[config.mk]
export PLATFORM = sky130hd
export DESIGN_NAME = psel_top
export DESIGN_NICKNAME = d
export VERILOG_FILES = /design/src/hw/psel_pkg.sv /design/src/hw/psel_top.sv
export SDC_FILE = /design/constraint.sdc
export NUM_CORES = 1
export LEC_CHECK = 0
export ABC_AREA = 1
export BUFFER_PORTS_ARGS = -buffer_cell sky130_fd_sc_hd__buf_2
export CAP_MARGIN = 10
export CORE_MARGIN = 3
export CORE_UTILIZATION = 45
export DETAILED_ROUTE_END_ITERATION = 6
export GPL_ROUTABILITY_DRIVEN = 0
export PLACE_DENSITY = 0.67
export SLEW_MARGIN = 20
export SYNTH_ARGS = -nofsm -noshare
export SYNTH_HDL_FRONTEND = slang
export SYNTH_SLANG_ARGS = --single-unit
[constraint.sdc]
create_clock -name pclk -period 2 [get_ports pclk]
set_clock_uncertainty 0.05 [all_clocks]
set_input_delay 0.2 -clock pclk [delete_from_list [all_inputs] [get_ports pclk]]
set_output_delay 0.2 -clock pclk [all_outputs]
set_load 0.01 [all_outputs]
[src/hw/psel_pkg.sv]
// Package: register map, reset values and carrier types of the event latch block
`default_nettype none
package psel_pkg;
    // Register indices; byte address is four times the index
    localparam logic [7:0] IDX_RISE_WR = 8'h0d;
    localparam logic [7:0] IDX_RISE_CLR = 8'h0f;
    localparam logic [7:0] IDX_FALL_WR = 8'h10;
    localparam logic [7:0] IDX_FALL_CLR = 8'h12;
    localparam logic [7:0] IDX_LIVE_STATUS = 8'h13;
    localparam logic [7:0] IDX_STICKY_FLAGS = 8'h14;
    localparam logic [7:0] IDX_LINE_DEBUG = 8'h15;
    localparam logic [7:0] IDX_SPARE_WR = 8'h16;
    localparam logic [7:0] IDX_SPARE_CLR = 8'h18;
    localparam logic [7:0] IDX_IRQ_STATUS = 8'h20;
    localparam logic [7:0] IDX_IRQ_MASK = 8'h21;
    localparam logic [7:0] IDX_MODE_CTRL = 8'h22;

    // Alias kinds relative to the first alias of a set/clear group
    localparam logic [1:0] ALIAS_WRITE = 2'h0;
    localparam logic [1:0] ALIAS_SET = 2'h1;
    localparam logic [1:0] ALIAS_CLEAR = 2'h2;

    // Field positions
    localparam int SRC_WIDTH = 5;
    localparam int HOST_DISC_BIT = 0;
    localparam int BUS_VALID_BIT = 1;
    localparam int SESS_OK_BIT = 2;
    localparam int SESS_ENDED_BIT = 3;
    localparam int MODE_HOST_BIT = 0;

    // Values after reset
    localparam logic [4:0] RISE_EN_RESET = 5'h1f;
    localparam logic [4:0] FALL_EN_RESET = 5'h1f;
    localparam logic [7:0] SPARE_RESET = 8'h00;
    localparam logic [4:0] FLAGS_RESET = 5'h00;
    localparam logic [4:0] IRQ_MASK_RESET = 5'h00;
    localparam logic MODE_HOST_RESET = 1'b0;

    // Five monitored sources, bit 4 first
    typedef struct packed {
        logic id_pin_grounded;
        logic session_power_ended;
        logic session_power_ok;
        logic bus_power_valid;
        logic host_disconnect;
    } psel_src_t;

    // Access phase of an APB request as seen by the register file
    typedef struct packed {
        logic wr;
        logic rd;
        logic [7:0] idx;
        logic [7:0] wdata;
    } psel_req_t;
endpackage : psel_pkg
`default_nettype wire

[src/hw/psel_top.sv]
// Event latch: source sync, edge detect, alias registers and APB slave
//
// Overview of operation
// [RULE1] Falling enable byte readable at three aliases: write, set, clear.
// [RULE2] Set alias ORs data in; clear alias clears bits written as one.
// [RULE3] Falling enable bits per source, default one, arm high-to-low edges.
// [RULE4] Downstream detach events only produced while in host mode.
// [RULE5] Rising enable byte, same layout, default ones, arms low-to-high edges.
// [RULE6] Live status byte shows present source levels; writes ignored.
// [RULE7] Status bits 0-4 are the five sources; bits 7-5 read zero.
// [RULE8] Bus-power status reads zero when both its enables are set.
// [RULE9] Session-end status reads zero when both its enables are set.
// [RULE10] Session-valid status always shows the live level.
// [RULE11] Status zero only after reset; reads return present levels.
// [RULE12] Armed transition on a source sets its latch bit.
// [RULE13] Latch read returns contents then clears; not writable; bits 7-5 zero.
// [RULE14] Event in the same cycle as latch read clear stays set.
// [RULE15] Debug byte shows line-level pair in bits 1-0, zeros above.
// [RULE16] Scratch byte read/write/set/clear, reset zero, no side effects.
// [RULE17] Edges found by comparing synchronized level with previous cycle.
//
// Sources and line levels are asynchronous and pass two flops first.
// A pin change reaches live status two edges later, the flags three.
// Clear-on-read drops only what the read returned, so a late event survives.
// Host mode gates detach events but not the live detach level.
// Limitation: inputs already high at reset release look like rising edges.
`default_nettype none
module psel_top (
    input wire logic pclk,
    input wire logic presetn,
    input wire logic psel,
    input wire logic penable,
    input wire logic pwrite,
    input wire logic [11:0] paddr,
    input wire logic [31:0] pwdata,
    output logic [31:0] prdata,
    output logic pready,
    output logic pslverr,
    input wire psel_pkg::psel_src_t src_pins,
    input wire logic [1:0] line_state_pins,
    output logic irq
);
    // Two-flop synchronisers; stage one is read only by stage two
    psel_pkg::psel_src_t src_s1_q;
    psel_pkg::psel_src_t src_s2_q;
    psel_pkg::psel_src_t src_prev_q;
    logic [1:0] line_s1_q;
    logic [1:0] line_s2_q;

    // Register state
    logic [4:0] rise_en_q;
    logic [4:0] rise_en_d;
    logic [4:0] fall_en_q;
    logic [4:0] fall_en_d;
    logic [7:0] spare_q;
    logic [7:0] spare_d;
    logic [4:0] flags_q;
    logic [4:0] flags_d;
    logic [4:0] irq_stat_q;
    logic [4:0] irq_stat_d;
    logic [4:0] irq_mask_q;
    logic [4:0] irq_mask_d;
    logic host_mode_q;
    logic host_mode_d;
    logic [31:0] prdata_q;
    logic [31:0] prdata_d;

    // Bus decode
    psel_pkg::psel_req_t req;
    logic setup_phase;
    logic access_phase;
    logic addr_aligned;
    logic hit_rise;
    logic hit_fall;
    logic hit_live;
    logic hit_flags;
    logic hit_debug;
    logic hit_spare;
    logic hit_irq_stat;
    logic hit_irq_mask;
    logic hit_mode;
    logic mapped;
    logic [1:0] rise_kind;
    logic [1:0] fall_kind;
    logic [1:0] spare_kind;
    logic [7:0] rd_value;
    logic rd_capture;

    // Per-register strobes, one access edge each
    logic we_rise;
    logic we_fall;
    logic we_spare;
    logic we_irq_stat;
    logic we_irq_mask;
    logic we_mode;
    logic re_flags;

    // Read words, each zero-extended to a byte
    logic [7:0] rdw_rise;
    logic [7:0] rdw_fall;
    logic [7:0] rdw_live;
    logic [7:0] rdw_flags;
    logic [7:0] rdw_debug;
    logic [7:0] rdw_irq_stat;
    logic [7:0] rdw_irq_mask;
    logic [7:0] rdw_mode;

    // Event path
    logic [4:0] src_now;
    logic [4:0] src_old;
    logic [4:0] rose;
    logic [4:0] fell;
    logic [4:0] host_gate;
    logic [4:0] events;
    logic [4:0] live_status;
    logic [4:0] flags_taken;
    logic [4:0] both_en;
    logic [4:0] irq_clear;
    logic [4:0] irq_pending;

    // Write, set or clear through an alias group
    function automatic logic [7:0] alias_upd(
        input logic [7:0] cur,
        input logic [7:0] wd,
        input logic [1:0] kind
    );
        logic [7:0] res;
        res = cur;
        case (kind)
            psel_pkg::ALIAS_WRITE: res = wd;
            psel_pkg::ALIAS_SET: res = cur | wd;
            psel_pkg::ALIAS_CLEAR: res = cur & ~wd;
            default: res = cur;
        endcase
        return res;
    endfunction : alias_upd

    // Stage one of each synchroniser; may go metastable
    always_ff @(posedge pclk or negedge presetn) begin
        if (!presetn) begin
            src_s1_q <= '0;
            line_s1_q <= 2'h0;
        end else begin
            src_s1_q <= src_pins;
            line_s1_q <= line_state_pins;
        end
    end

    // Stage two, the only reader of stage one
    always_ff @(posedge pclk or negedge presetn) begin
        if (!presetn) begin
            src_s2_q <= '0;
            line_s2_q <= 2'h0;
        end else begin
            src_s2_q <= src_s1_q;
            line_s2_q <= line_s1_q;
        end
    end

    // [RULE17] Previous synchronized level
    always_ff @(posedge pclk or negedge presetn) begin
        if (!presetn) begin
            src_prev_q <= '0;
        end else begin
            src_prev_q <= src_s2_q;
        end
    end

    assign setup_phase = psel & ~penable;
    assign access_phase = psel & penable;
    assign addr_aligned = (paddr[1:0] == 2'h0) && (paddr[11:10] == 2'h0);
    assign req.idx = paddr[9:2];
    assign req.wdata = pwdata[7:0];
    assign req.wr = access_phase & pwrite;
    assign req.rd = access_phase & ~pwrite;

    // Writes and read side effects act only on the access edge
    assign we_rise = req.wr & hit_rise;
    assign we_fall = req.wr & hit_fall;
    assign we_spare = req.wr & hit_spare;
    assign we_irq_stat = req.wr & hit_irq_stat;
    assign we_irq_mask = req.wr & hit_irq_mask;
    assign we_mode = req.wr & hit_mode;
    assign re_flags = req.rd & hit_flags;

    // [RULE1] Three-alias groups
    assign hit_rise = addr_aligned && req.idx >= psel_pkg::IDX_RISE_WR
        && req.idx <= psel_pkg::IDX_RISE_CLR;
    assign hit_fall = addr_aligned && req.idx >= psel_pkg::IDX_FALL_WR
        && req.idx <= psel_pkg::IDX_FALL_CLR;
    assign hit_spare = addr_aligned && req.idx >= psel_pkg::IDX_SPARE_WR
        && req.idx <= psel_pkg::IDX_SPARE_CLR;
    assign hit_live = addr_aligned && req.idx == psel_pkg::IDX_LIVE_STATUS;
    assign hit_flags = addr_aligned && req.idx == psel_pkg::IDX_STICKY_FLAGS;
    assign hit_debug = addr_aligned && req.idx == psel_pkg::IDX_LINE_DEBUG;
    assign hit_irq_stat = addr_aligned && req.idx == psel_pkg::IDX_IRQ_STATUS;
    assign hit_irq_mask = addr_aligned && req.idx == psel_pkg::IDX_IRQ_MASK;
    assign hit_mode = addr_aligned && req.idx == psel_pkg::IDX_MODE_CTRL;
    assign mapped = hit_rise | hit_fall | hit_spare | hit_live | hit_flags | hit_debug
        | hit_irq_stat | hit_irq_mask | hit_mode;

    assign rise_kind = 2'(req.idx - psel_pkg::IDX_RISE_WR);
    assign fall_kind = 2'(req.idx - psel_pkg::IDX_FALL_WR);
    assign spare_kind = 2'(req.idx - psel_pkg::IDX_SPARE_WR);

    // [RULE17] Compare with previous synchronized level
    assign src_now = src_s2_q;
    assign src_old = src_prev_q;

    // One slice per source; only detach and the two maskable bits differ
    for (genvar i = 0; i < psel_pkg::SRC_WIDTH; i++) begin : g_src
        localparam logic IS_DETACH = (i == psel_pkg::HOST_DISC_BIT);
        localparam logic MASKABLE = (i == psel_pkg::BUS_VALID_BIT)
            || (i == psel_pkg::SESS_ENDED_BIT);
        // [RULE17] One-cycle edge pulses
        assign rose[i] = src_now[i] & ~src_old[i];
        assign fell[i] = ~src_now[i] & src_old[i];
        // [RULE4] Detach events need host mode
        assign host_gate[i] = IS_DETACH ? host_mode_q : 1'b1;
        // [RULE5] Rising and [RULE3] falling enables arm each source
        assign events[i] = ((rose[i] & rise_en_q[i]) | (fell[i] & fall_en_q[i]))
            & host_gate[i];
        // [RULE8] Bus power and [RULE9] session end hide when both armed
        // [RULE10] Session valid is never masked
        assign both_en[i] = rise_en_q[i] & fall_en_q[i];
        // [RULE6] Live levels, not a snapshot
        // [RULE11] Zero only while synchronisers hold reset value
        assign live_status[i] = src_now[i] & ~(MASKABLE & both_en[i]);
    end

    // [RULE7] Upper bits of narrow registers read zero
    assign rdw_rise = {3'h0, rise_en_q};
    assign rdw_fall = {3'h0, fall_en_q};
    assign rdw_live = {3'h0, live_status};
    // [RULE13] Latch bits 7-5 read zero
    assign rdw_flags = {3'h0, flags_q};
    // [RULE15] Line-level pair in bits 1-0
    assign rdw_debug = {6'h00, line_s2_q};
    assign rdw_irq_stat = {3'h0, irq_stat_q};
    assign rdw_irq_mask = {3'h0, irq_mask_q};
    assign rdw_mode = {7'h00, host_mode_q};

    // Unmapped addresses fall through to zero
    assign rd_value = hit_rise ? rdw_rise
        : hit_fall ? rdw_fall
        : hit_live ? rdw_live
        : hit_flags ? rdw_flags
        : hit_debug ? rdw_debug
        : hit_spare ? spare_q
        : hit_irq_stat ? rdw_irq_stat
        : hit_irq_mask ? rdw_irq_mask
        : hit_mode ? rdw_mode
        : 8'h00;

    // Read data is captured in setup so prdata comes from a flop
    // Costs no wait state: the access edge already sees the stored byte
    assign rd_capture = setup_phase & ~pwrite;
    assign prdata_d = rd_capture ? {24'h000000, rd_value} : prdata_q;

    // [RULE2] Set ORs in, clear removes ones
    assign rise_en_d = we_rise
        ? 5'(alias_upd(rdw_rise, req.wdata, rise_kind)) : rise_en_q;
    assign fall_en_d = we_fall
        ? 5'(alias_upd(rdw_fall, req.wdata, fall_kind)) : fall_en_q;
    // [RULE16] Scratch has no other effect
    assign spare_d = we_spare ? alias_upd(spare_q, req.wdata, spare_kind) : spare_q;

    // Clear only what the read returned; later arrivals survive
    assign flags_taken = re_flags ? prdata_q[4:0] : 5'h00;
    // [RULE12] Armed edges set latch bits
    // [RULE13] Read clears, writes ignored
    // [RULE14] New event wins over clear
    assign flags_d = (flags_q & ~flags_taken) | events;

    // Set wins over write-one-to-clear
    assign irq_clear = we_irq_stat ? req.wdata[4:0] : 5'h00;
    assign irq_stat_d = (irq_stat_q & ~irq_clear) | events;
    assign irq_mask_d = we_irq_mask ? req.wdata[4:0] : irq_mask_q;
    assign host_mode_d = we_mode ? req.wdata[psel_pkg::MODE_HOST_BIT] : host_mode_q;

    // [RULE5] Rising enables default to ones
    always_ff @(posedge pclk or negedge presetn) begin
        if (!presetn) begin
            rise_en_q <= psel_pkg::RISE_EN_RESET;
        end else begin
            rise_en_q <= rise_en_d;
        end
    end

    // [RULE3] Falling enables default to ones
    always_ff @(posedge pclk or negedge presetn) begin
        if (!presetn) begin
            fall_en_q <= psel_pkg::FALL_EN_RESET;
        end else begin
            fall_en_q <= fall_en_d;
        end
    end

    // [RULE16] Scratch resets to zero
    always_ff @(posedge pclk or negedge presetn) begin
        if (!presetn) begin
            spare_q <= psel_pkg::SPARE_RESET;
        end else begin
            spare_q <= spare_d;
        end
    end

    // [RULE12] Sticky flags
    always_ff @(posedge pclk or negedge presetn) begin
        if (!presetn) begin
            flags_q <= psel_pkg::FLAGS_RESET;
        end else begin
            flags_q <= flags_d;
        end
    end

    // Interrupt status shares the flag events
    always_ff @(posedge pclk or negedge presetn) begin
        if (!presetn) begin
            irq_stat_q <= psel_pkg::FLAGS_RESET;
        end else begin
            irq_stat_q <= irq_stat_d;
        end
    end

    // Mask starts closed so reset-time edges raise no interrupt
    always_ff @(posedge pclk or negedge presetn) begin
        if (!presetn) begin
            irq_mask_q <= psel_pkg::IRQ_MASK_RESET;
        end else begin
            irq_mask_q <= irq_mask_d;
        end
    end

    // [RULE4] Host mode starts off
    always_ff @(posedge pclk or negedge presetn) begin
        if (!presetn) begin
            host_mode_q <= psel_pkg::MODE_HOST_RESET;
        end else begin
            host_mode_q <= host_mode_d;
        end
    end

    // Read data register; holds until the next read setup
    always_ff @(posedge pclk or negedge presetn) begin
        if (!presetn) begin
            prdata_q <= 32'h00000000;
        end else begin
            prdata_q <= prdata_d;
        end
    end

    // Zero wait states: every access completes in its first access cycle
    assign pready = 1'b1;
    assign pslverr = access_phase & ~mapped;
    assign prdata = prdata_q;
    // Level interrupt: any unmasked sticky status bit
    assign irq_pending = irq_stat_q & irq_mask_q;
    assign irq = |irq_pending;
endmodule : psel_top
`default_nettype wire

# Word-level counts from Yosys, hierarchy flattened
# Index checks and enable logic that the tools add are counted.
[word_totals]
input_bits = 56
regBits = 61
[classes]
muxes = 14
reduce_logical = 25
eq_ne = 12
order_cmp = 6
add_sub_neg = 3
n_bitwise = 80
[op_table]
columns = ["cell", "count"]
rows = [
  ["2-to-1 mux 8 bit", 6],
  ["AND 1 bit", 38],
  ["case mux 5 bit (3 select lines)", 2],
  ["AND 5 bit", 5],
  ["== test 8 x 5 -> 1 bit (second input constant)", 3],
  ["== test 8 x 6 -> 1 bit (second input constant)", 3],
  ["case mux 8 bit (3 select lines)", 1],
  ["2-to-1 mux 5 bit", 4],
  ["bitwise OR 5 bit", 4],
  [">= comparator 8 x 5 -> 1 bit (second input constant)", 2],
  ["less-or-equal comparator 8 x 5 -> 1 bit (second input constant)", 2],
  ["NOT 1 bit", 15],
  ["logical AND 1 bit", 13],
  ["bitwise OR 1 bit", 13],
  ["zero test 2 bit", 5],
  ["NOT 5 bit", 2],
  ["nonzero test 3 bit", 3],
  ["AND 8 bit", 1],
  [">= comparator 8 x 4 -> 1 bit (second input constant)", 1],
  ["less-or-equal comparator 8 x 4 -> 1 bit (second input constant)", 1],
  ["NOT 8 bit", 1],
  ["bitwise OR 8 bit", 1],
  ["== test 2 x 1 -> 1 bit (second input constant)", 3],
  ["== test 2 bit (second input constant)", 3],
  ["5 further kinds", 8],
]

# Longest topological paths before layout
# Gate-level depths: netlist of the first run.
[depth]
word_depth = 14
mapped_depth = 16
depth_no_buf = 16

# Least setup slack after synthesis of the first run
# OpenSTA, ideal clock, no wires.
[synth_timing]
path_type = "input to register"
startpoint = "input port paddr[3]"
endpoint = "register prdata_q[1], in the netlist prdata[1]"
arrival_ns = 1.506
n_path_buf = 0
path_slack_ns = 0.328
cell_stages = 13
path_cell_list = "inv_1 -> ha_1 -> inv_1 -> nor2_2 -> nand2_2 -> o21ai_1 -> inv_1 -> nand2_1 -> nand2_1 -> nand2_1 -> nand2_1 -> nand2_1 -> nand2_1"
[synth_between]
elab_chain_cells = 10
word_cells_on_any_way = 30
[synth_rtl]
columns = ["item", "line_no", "text"]
rows = [
  ["from (decl)", "psel_top.sv:34", "input wire logic [11:0] paddr,"],
  ["parallel branches: the longest is 9 deep, another holds >= comparator 8 x 5 -> 1 bit", "n/a", ""],
  ["2-to-1 mux 8 bit *", "psel_top.sv:244", "assign rd_value = hit_rise ? rdw_rise"],
  ["to (signal assigned)", "psel_top.sv:349", "prdata_q <= prdata_d;"],
  ["to (decl)", "psel_top.sv:65", "logic [31:0] prdata_q;"],
]
# Every way passes the cells marked *.
# A chain may end at the register's enable or synchronous reset.

# Final worst setup path of the first run
[layout_timing]
startpoint = "input port paddr[3]"
endpoint = "output port pslverr"
[layout_between]
elab_chain_cells = 13
word_cells_on_any_way = 34
[layout_rtl]
columns = ["item", "line_no", "text"]
rows = [
  [">= comparator 8 x 4 -> 1 bit / >= comparator 8 x 5 -> 1 bit (equally long branches)", "psel_top.sv:187, psel_top.sv:189", ""],
  ["logical AND 1 bit, on equally long branches", "psel_top.sv:187, psel_top.sv:189", ""],
  ["logical AND 1 bit, on equally long branches", "psel_top.sv:188, psel_top.sv:190", ""],
  ["bitwise OR 1 bit (5 in series)", "psel_top.sv:199", "assign mapped = hit_rise | hit_fall | hit_spare | hit_live | hit_flags | hit_debug"],
  ["bitwise OR 1 bit (2 in series)", "psel_top.sv:200", "| hit_irq_stat | hit_irq_mask | hit_mode;"],
  ["bitwise OR 1 bit *", "psel_top.sv:200", ""],
  ["NOT 1 bit *", "psel_top.sv:355", "assign pslverr = access_phase & ~mapped;"],
  ["AND 1 bit *", "psel_top.sv:355", ""],
  ["to (decl)", "psel_top.sv:38", "output logic pslverr,"],
]
# Every way passes the cells marked *; elsewhere a longest branch is shown, timed or not.

==> results of run 1 <==
## per-layer routing
| layer | GRT usage | share of wire | vias up |
|---|---|---|---|
| met4 | 0.0983 | 0.027 | 0 |
| li1 | - | - | 1535 |
| met3 | 0.0344 | 0.057 | 19 |
| met5 | 0 | 0 | - |
| met2 | 0.343 | 0.47 | 111 |
| met1 | 0.268 | 0.44 | 1491 |
## cell usage in the layout (no fill, tap or decap), drive strengths merged
| master | netlist | layout |
|---|---|---|
| a211oi | 1 | 1 |
| a21boi | 1 | 1 |
| a21oi | 19 | 19 |
| a221oi | 1 | 1 |
| a22oi | 1 | 1 |
| a31oi | 3 | 3 |
| buf | 26 | 56 |
| clkbuf | 2 | 11 |
| clkinv | 0 | 4 |
| clkinvlp | 0 | 1 |
| conb | 2 | 25 |
| dfrtp | 51 | 51 |
| dfstp | 10 | 10 |
| dlygate4sd3 | 0 | 8 |
| ha | 7 | 7 |
| inv | 65 | 65 |
| nand2 | 111 | 111 |
| nand3 | 28 | 28 |
| nand4 | 3 | 3 |
| nor2 | 35 | 35 |
| nor3 | 8 | 8 |
| nor3b | 1 | 1 |
| nor4 | 2 | 2 |
| o2111ai | 1 | 1 |
| o211ai | 2 | 2 |
| o21ai | 61 | 61 |
| o22ai | 2 | 2 |
| o31ai | 4 | 4 |
## state kept, by name, indices dropped and copies added, names as in the netlist
register,count
prdata,8
spare_q,8
fall_en_q,5
flags_q,5
irq_mask_q,5
irq_stat_q,5
rise_en_q,5
src_old,5
src_s1_q,5
live_status,3
line_s1_q,2
line_s2_q,2
src_now,2
host_mode_q,1
## final cells by class
class,instances,share of cell area
timing repair buffer,64,0.0974
clock inverter,5,0.00653
inverter,65,0.0585
clock buffer,11,0.0312
tap,102,0.0303
multi-input combinational,316,0.411
sequential,61,0.365
## kinds of logic (layout without fill, tap and decap cells)
kind of cell               count (synthesis)  in the layout  synth area share
AOI/OAI and AO/OA                         96             96             0.163
adders and majority gates                  7              7            0.0241
buffers and inverters                     93            145             0.125
DFF                                       61             61             0.424
other                                      2             25           0.00207
and+or+nand+nor                          188            188             0.262
## timing repair
action	in CTS	in global routing
gates resized for setup	0	1
hold endpoints to repair	58	0
hold buffers	8	0
setup endpoints to repair	0	1
## worst max path at each step
stage | to | slack [ns] | cells after the start
after floorplan | prdata[1] | 0.33 | 13
after global placement | flags_q[1] | 0.13 | 8
after detailed placement | flags_q[1] | 0.05 | 8
after CTS | pslverr | 0.18 | 11
after global routing | pslverr | 0.05 | 9
final | pslverr | 0.20 | 9
## power breakdown
part	switching [mW]	internal, mW
logic	0.210	0.108
registers	0.0145	1.27
clock network	0.483	0.441
total	0.708	1.81
## through the flow
step / cell area, µm² / utilization / instances / hold WS [ns]
after detailed placement: 3970 / 0.511 / 600 / 0.183
after global placement: 3970 / 0.511 / 600 / 0.177
after CTS: 4210 / 0.542 / 624 / 0.121
after floorplan: 3720 / - / 470 / -0.146
after global routing: 4210 / 0.542 / 624 / 0.159
final: 4210 / 0.542 / 624 / 0.116
## worst reg2reg max path, stage by stage (launching register included)
cell     delay (ns)
dfrtp_1        0.38
inv_1          0.11
nand3_1        0.12
nand2_1        0.08
inv_1          0.03
nand2_1        0.04
nand2_1        0.05
nand2_1        0.10
nand2_1        0.06
nand2_1        0.05
nand2_1        0.04
nand2_1        0.06
nand2_1        0.05
==> flow_summary.ini, run 1 <==
[synthesis]
synth_most_common_cell = nand2_1
ys_types = 42
synth_top_area_frac = 0.352
synth_seq_cells = 61
yosysSeqAreaShare = 0.424
synthesis.area_um2 = 3630
syn_avg_cell_area_um2 = 8.12
ys.flop_type = dfrtp_1
synth.area.top_cells = dfrtp_1, nand2_1, dfstp_2
synthCells = 447
synth_edf_count = 0
ys_warn_count = 0
synth_top_area_cell = dfrtp_1
synthTopCellsByCount = nand2_1, inv_1, dfrtp_1
synthArstFlopShare = 1.00

[setup_path]
critical_path.max_fanout = 6
crit_family = buffers and inverters
worst-r2r-setup-slack_ns = 0.68
r2r_start = spare_q[1]
cp_slowest_stage_delay_ns = 0.23
cp-start-kind = input port
cp_data_required_time_ns = 1.75
r2r_end = prdata[1]
cp-startpoint = paddr[3]
cp_slowest_cell = o21ai_4
critPathArrivalTime_ns = 1.55
end_kind = output port
reg2regPathDepth = 12
worstPathCellList = buf_2 -> inv_1 -> ha_1 -> inv_1 -> nor2_2 -> o21ai_4 -> nand4_1 -> nor2_1 -> buf_2
crit_buf_inv = 4
path_class = input port to output port

[clock_tree]
clkSinkCount = 61
root_buffer = clkbuf_8
cts_tree = yes
cts_buffers = 9
h-tree-depth = 3
clk_pin_slew_worst_paths_ns = 0.07
clock_latency_ns = 0.35
cts_setup_buffers = 0
cts_buffer_depth = 2

[cells_and_area]
multi_input_area_um2 = 1730
regArea_um2 = 1540
n_fill_cell = 727
antenna_cells = 0
fin_nets = 580
syn_to_final_growth_pct = 16.1
drive_above_1_share = 0.241

[floorplanning]
coreArea_um2 = 7770
die_w_um = 95.8
dieHeight_um = 95.8
row_count = 32
die-area_um2 = 9180
start_util = 0.467
ios = 91

[route]
num_vias = 3156
wire_per_inst_um = 14.1
vias_per_cell = 5.06
drc = 0
drtAntennaViolNets = 0
initialDrtViolationCount = 283
wirelength_um = 8810
drt-pass1-iter-count = 4

[global_routing]
groute.usage.overall = 0.209
grt_pass1_wl_um = 14500
grt_pass1_vias = 3098
antenna_found_initial = 0
grt_max_degree = 62
grt.overflow.total = 0

[place]
port_buffers = 41
preCtsSetupSlack_ns = 0.0493
dp_hpwl_um = 6720

[flow_run]
drv_cap = 0

[sta]
period_minus_slack_ns = 1.80
fin_crit_sh = 0.901
setup_ws_ns = 0.198
fin_tns_setup_ns = 0
max_freq_ghz = 0.555
rsz0062_at_grt = false
slew_violations = 0
hold_viol = 0
finalSetupViolCount = 0

[power]
p_leak_nw = 2.08
power_mw = 2.52
power_density_nw_per_um2 = 599
ir_drop_uv = 470

[min_path]
hold_start = pwdata[0]
min_path_cells = 3
min-delay-path-class = input port to flop
holdPathEnd = host_mode_q

[outcome]
status = completed
Power figures use the tool's default switching activity.
==> run 2: changes to the inputs <==
--- a/config.mk
+++ b/config.mk
@@ -5,14 +5,13 @@
 export SDC_FILE = /design/constraint.sdc
 export NUM_CORES = 1
 export LEC_CHECK = 0
-export ABC_AREA = 1
 export BUFFER_PORTS_ARGS = -buffer_cell sky130_fd_sc_hd__buf_2
 export CAP_MARGIN = 10
 export CORE_MARGIN = 3
 export CORE_UTILIZATION = 45
 export DETAILED_ROUTE_END_ITERATION = 6
 export GPL_ROUTABILITY_DRIVEN = 0
-export PLACE_DENSITY = 0.67
+export PLACE_DENSITY = 0.68
 export SLEW_MARGIN = 20
 export SYNTH_ARGS = -nofsm -noshare
 export SYNTH_HDL_FRONTEND = slang
==> flow_summary.ini, run 2 <==
[outcome]
status = completed

[setup_path]
path_class = input port to output port
crit_buf_inv = 3
cp-start-kind = input port
cp_slowest_cell = or3_1
critPathArrivalTime_ns = 1.65
end_kind = output port
reg2regPathDepth = 5
crit_family = buffers and inverters
cp_data_required_time_ns = 1.75
worstPathCellList = buf_2 -> buf_4 -> ha_1 -> or3_1 -> a2111oi_2 -> buf_2
path_common_cell = buf_2
r2r_start = host_mode_q
critical_path.max_fanout = 6
cp_slowest_stage_delay_ns = 0.39
r2r_end = prdata[0]
worst-r2r-setup-slack_ns = 0.50

[sta]
hold_viol = 0
period_minus_slack_ns = 1.90
rsz0062_at_grt = false
setup_ws_ns = 0.102
fin_crit_sh = 0.949
slew_violations = 0
whs_ns = 0.0536
max_freq_ghz = 0.527
finalSetupViolCount = 0

[place]
port_buffers = 41
preCtsSetupSlack_ns = -0.0647
dp.cells = 494
dp_hpwl_um = 6330

[route]
wl_met2_um = 3670
vias_per_cell = 5.47
met3_length_um = 724
num_vias = 2831
wirelength_um = 8520
wire_per_inst_um = 16.4
drc = 0
drt-pass1-iter-count = 5
wl_met1_um = 4010
initialDrtViolationCount = 251
highest_layer = met4
drtAntennaViolNets = 0

[synthesis]
ys_types = 63
synthesis.area_um2 = 3420
yosysSeqAreaShare = 0.450
ys_warn_count = 0
synth_top_area_frac = 0.373
synth_most_common_cell = dfrtp_1
synthCells = 344
synth_edf_count = 0
synth.area.top_cells = dfrtp_1, dfstp_2, buf_4
synth_top_area_cell = dfrtp_1
ys.flop_type = dfrtp_1
synth_seq_cells = 61
synthArstFlopShare = 1.00
syn_avg_cell_area_um2 = 9.94
synthTopCellsByCount = dfrtp_1, nand2_1, buf_4

[flow_run]
drv_cap = 0

[cells_and_area]
finalNonFillerCells = 518
fin_nets = 477
antenna_cells = 0
syn_to_final_growth_pct = 18.9
drive_above_1_share = 0.282
final_cell_mix = dfrtp_1, nand2_1, buf_2
layout_commonest_cell = dfrtp_1

[clock_tree]
clk_pin_slew_worst_paths_ns = 0.07
cts_setup_buffers = 0
h-tree-depth = 3
root_buffer = clkbuf_8
cts_tree = yes
cts_buffers = 9
cts_buffer_depth = 2
clkSinkCount = 61
clock_latency_ns = 0.35

[floorplanning]
die-area_um2 = 8680
coreArea_um2 = 7330
start_util = 0.467
ios = 91
dieHeight_um = 93.2
die_w_um = 93.2
row_count = 31

[global_routing]
grt.overflow.total = 0
grt_pass1_wl_um = 14000
grt_max_degree = 62
antenna_found_initial = 0
grt_pass1_vias = 2656
groute.usage.overall = 0.211

[power]
ir_drop_uv = 337
p_leak_nw = 1.96
power_density_nw_per_um2 = 639

[min_path]
min-delay-path-class = input port to flop
hold_start = pwdata[5]
holdPathEnd = spare_q[5]
min_path_cells = 2
==> run 2: metrics by stage <==
step | power [mW] | setup TNS [ns] | utilization | instance area (µm²)
final | 2.60 | 0 | 0.555 | 4070
after global routing | 2.72 | 0 | 0.555 | 4070
after CTS | 2.62 | 0 | 0.554 | 4060
after detailed placement | 1.60 | -0.151 | 0.518 | 3800
after global placement | 1.60 | 0 | 0.518 | 3800
after floorplan | 1.49 | 0 | - | 3510
==> run 2: timing repair <==
| action | 4_1_cts | 5_1_grt |
|---|---|---|
| hold buffers | 8 | 0 |
| hold endpoints to repair | 58 | 0 |
| setup endpoints to repair | 0 | 1 |
| resized for setup | 0 | 2 |
==> run 2: worst max path at each step <==
| stage | startpoint | end | cells after the start | slack, ns |
|---|---|---|---|---|
| 3_5_place_dp | paddr[3] | rise_en_q[4] | 8 | -0.06 |
| 6_report | paddr[3] | pslverr | 6 | 0.10 |
| 4_1_cts | paddr[3] | pslverr | 8 | 0.03 |
| 3_3_place_gp | paddr[3] | rise_en_q[4] | 8 | 0.01 |
| 2_1_floorplan | paddr[2] | pslverr | 5 | 0.10 |
| 5_1_grt | paddr[2] | pslverr | 6 | 0.07 |
==> run 2: per-layer routing <==
metal  track usage  vias up
met5             0        -
met4        0.0720        0
met3        0.0434       10
met2         0.307      136
met1         0.311     1340
li1              -     1345
==> run 2: logic make-up (layout without fill, tap and decap cells) <==
family                   count (synthesis)  in the layout  synth area share
AO/OA/AOI/OAI                          111            111             0.222
AND/OR/NAND/NOR                        105            105             0.192
flip-flops                              61             61             0.450
buffers and inverters                   50            102            0.0838
adder cells (fa/ha/maj)                  7              7            0.0256
multiplexers                             6              6            0.0197
other                                    2             25           0.00220
XOR/XNOR                                 2              2           0.00512
==> run 2: final cells by class <==
class,instances,area [µm²]
inverters,11,41.3
fillers,664,3260
flip-flops and latches,61,1540
well taps,99,124
repair buffers,75,493
clock buffers,13,159
clock inverters,3,21.3
multi-input cells,256,1690
==> run 2: power by group <==
part	leakage (nW)	internal (mW)	switching (mW)
combinational	1.10	0.115	0.191
clock	0.0896	0.518	0.484
sequential	0.765	1.27	0.0204
==> run 3: changes to the inputs <==
--- a/config.mk
+++ b/config.mk
@@ -7,6 +7,7 @@
 export LEC_CHECK = 0
 export BUFFER_PORTS_ARGS = -buffer_cell sky130_fd_sc_hd__buf_2
 export CAP_MARGIN = 10
+export CORE_ASPECT_RATIO = 0.6
 export CORE_MARGIN = 3
 export CORE_UTILIZATION = 45
 export DETAILED_ROUTE_END_ITERATION = 6
==> flow_summary.ini, run 3 (synthesis gave the netlist of run 2 again) <==
[outcome]
status = completed

[clock_tree]
clk_pin_slew_worst_paths_ns = 0.06
h-tree-depth = 3
cts_tree = yes
root_buffer = clkbuf_16
clock_latency_ns = 0.33
clkSinkCount = 61
cts_setup_buffers = 0
cts_buffer_depth = 2
cts_buffers = 9

[setup_path]
r2r_start = host_mode_q
crit_buf_inv = 4
cp_slowest_cell = a2111oi_4
critical_path.max_fanout = 7
cp-start-kind = input port
cp-startpoint = paddr[3]
crit_end = pslverr
crit_cells = 7
r2r_end = prdata[0]
cp_data_required_time_ns = 1.75
critPathArrivalTime_ns = 1.72
path_class = input port to output port
worst-r2r-setup-slack_ns = 0.51
cp_slowest_stage_delay_ns = 0.40
crit_family = buffers and inverters
worstPathCellList = buf_2 -> inv_1 -> ha_1 -> buf_4 -> or3_1 -> a2111oi_4 -> buf_2
path_common_cell = buf_2
end_kind = output port
reg2regPathDepth = 5

[global_routing]
grt_pass1_vias = 2808
groute.usage.overall = 0.224
antenna_found_initial = 0
grt.overflow.total = 0
grt_max_degree = 29
grt_pass1_wl_um = 14800

[cells_and_area]
n_fill_cell = 606
layout_commonest_cell = dfrtp_1
regArea_um2 = 1540
antenna_cells = 0
finalInstanceArea_um2 = 4330
fin_nets = 488
final_util = 0.616
final_cell_mix = dfrtp_1, nand2_1, buf_2
multi_input_area_um2 = 1700
finalNonFillerCells = 530
drive_above_1_share = 0.302
syn_to_final_growth_pct = 26.5

[sta]
slew_violations = 0
fin_crit_sh = 0.987
max_freq_ghz = 0.507
finalSetupViolCount = 0
period_minus_slack_ns = 1.97
hold_viol = 0

[floorplanning]
die_w_um = 119
dieHeight_um = 73.5
start_util = 0.487
die-area_um2 = 8720
coreArea_um2 = 7020
ios = 91
row_count = 23

[place]
place_area_um2 = 3880
port_buffers = 41
dp_hpwl_um = 6980
dp.cells = 506

[route]
drt-pass1-iter-count = 5
wire_per_inst_um = 17.7
num_vias = 2984
wirelength_um = 9380
drtAntennaViolNets = 0
drc = 0
vias_per_cell = 5.63
initialDrtViolationCount = 300

[min_path]
min-delay-path-class = input port to flop
min_path_cells = 2

[power]
power_density_nw_per_um2 = 784
p_leak_nw = 2.10
ir_drop_uv = 606
power_mw = 3.39

[flow_run]
drv_cap = 0
run 3: changes by cell type in the layout (fill, tap and decap cells not counted), sizes merged:
cell,previous run,this run
inv,11,12
buf,67,78
bufinv,0,3
clkinvlp,1,0
clkbuf,13,9
clkinv,2,3
run 3: metal layers:
layer  vias to the layer above  track usage  wire length (µm)
li1                       1371            -                 -
met1                      1442        0.331              4370
met2                       152        0.314              3940
met3                        19       0.0662               883
met4                         0       0.0732               179
met5                         -            0                 0
run 3: repair_timing:
item,CTS,global route
hold buffers,8,0
setup endpoints to repair,0,1
endpoints found under the hold margin,20,0
resized for setup,0,2
run 3: worst min-delay path by stage:
stage	from	to	slack [ns]
2_1_floorplan	presetn	flags_q[0]	-0.15
3_3_place_gp	presetn	line_s2_q[1]	0.10
3_5_place_dp	presetn	line_s2_q[1]	0.11
4_1_cts	pwdata[4]	rise_en_q[4]	0.05
5_1_grt	pwdata[4]	rise_en_q[4]	0.08
6_report	pwdata[4]	rise_en_q[4]	0.06
run 3: per-stage QoR:
| stage | worst slack [ns] | hold WS (ns) | setup TNS [ns] |
|---|---|---|---|
| floorplan | 0.102 | -0.146 | 0 |
| global placement | -0.00215 | 0.103 | -0.00215 |
| detailed placement | -0.0170 | 0.107 | -0.0286 |
| CTS | 0.0215 | 0.0470 | 0 |
| global route | -0.0243 | 0.0755 | -0.0243 |
| finish | 0.0258 | 0.0631 | 0 |
run 3: final cells by class:
type / count / share of cell area
clock buffer: 9 / 0.0520
clock inverter: 7 / 0.0280
inverter: 11 / 0.00954
multi-input combinational: 256 / 0.393
sequential: 61 / 0.356
tap: 100 / 0.0289
timing repair buffer: 86 / 0.133
run 3: power breakdown:
| group | total, mW | switching, mW | internal, mW |
|---|---|---|---|
| sequential | 1.29 | 0.0220 | 1.27 |
| combinational | 0.320 | 0.197 | 0.123 |
| clock | 1.78 | 0.558 | 1.22 |
| total | 3.39 | 0.777 | 2.62 |
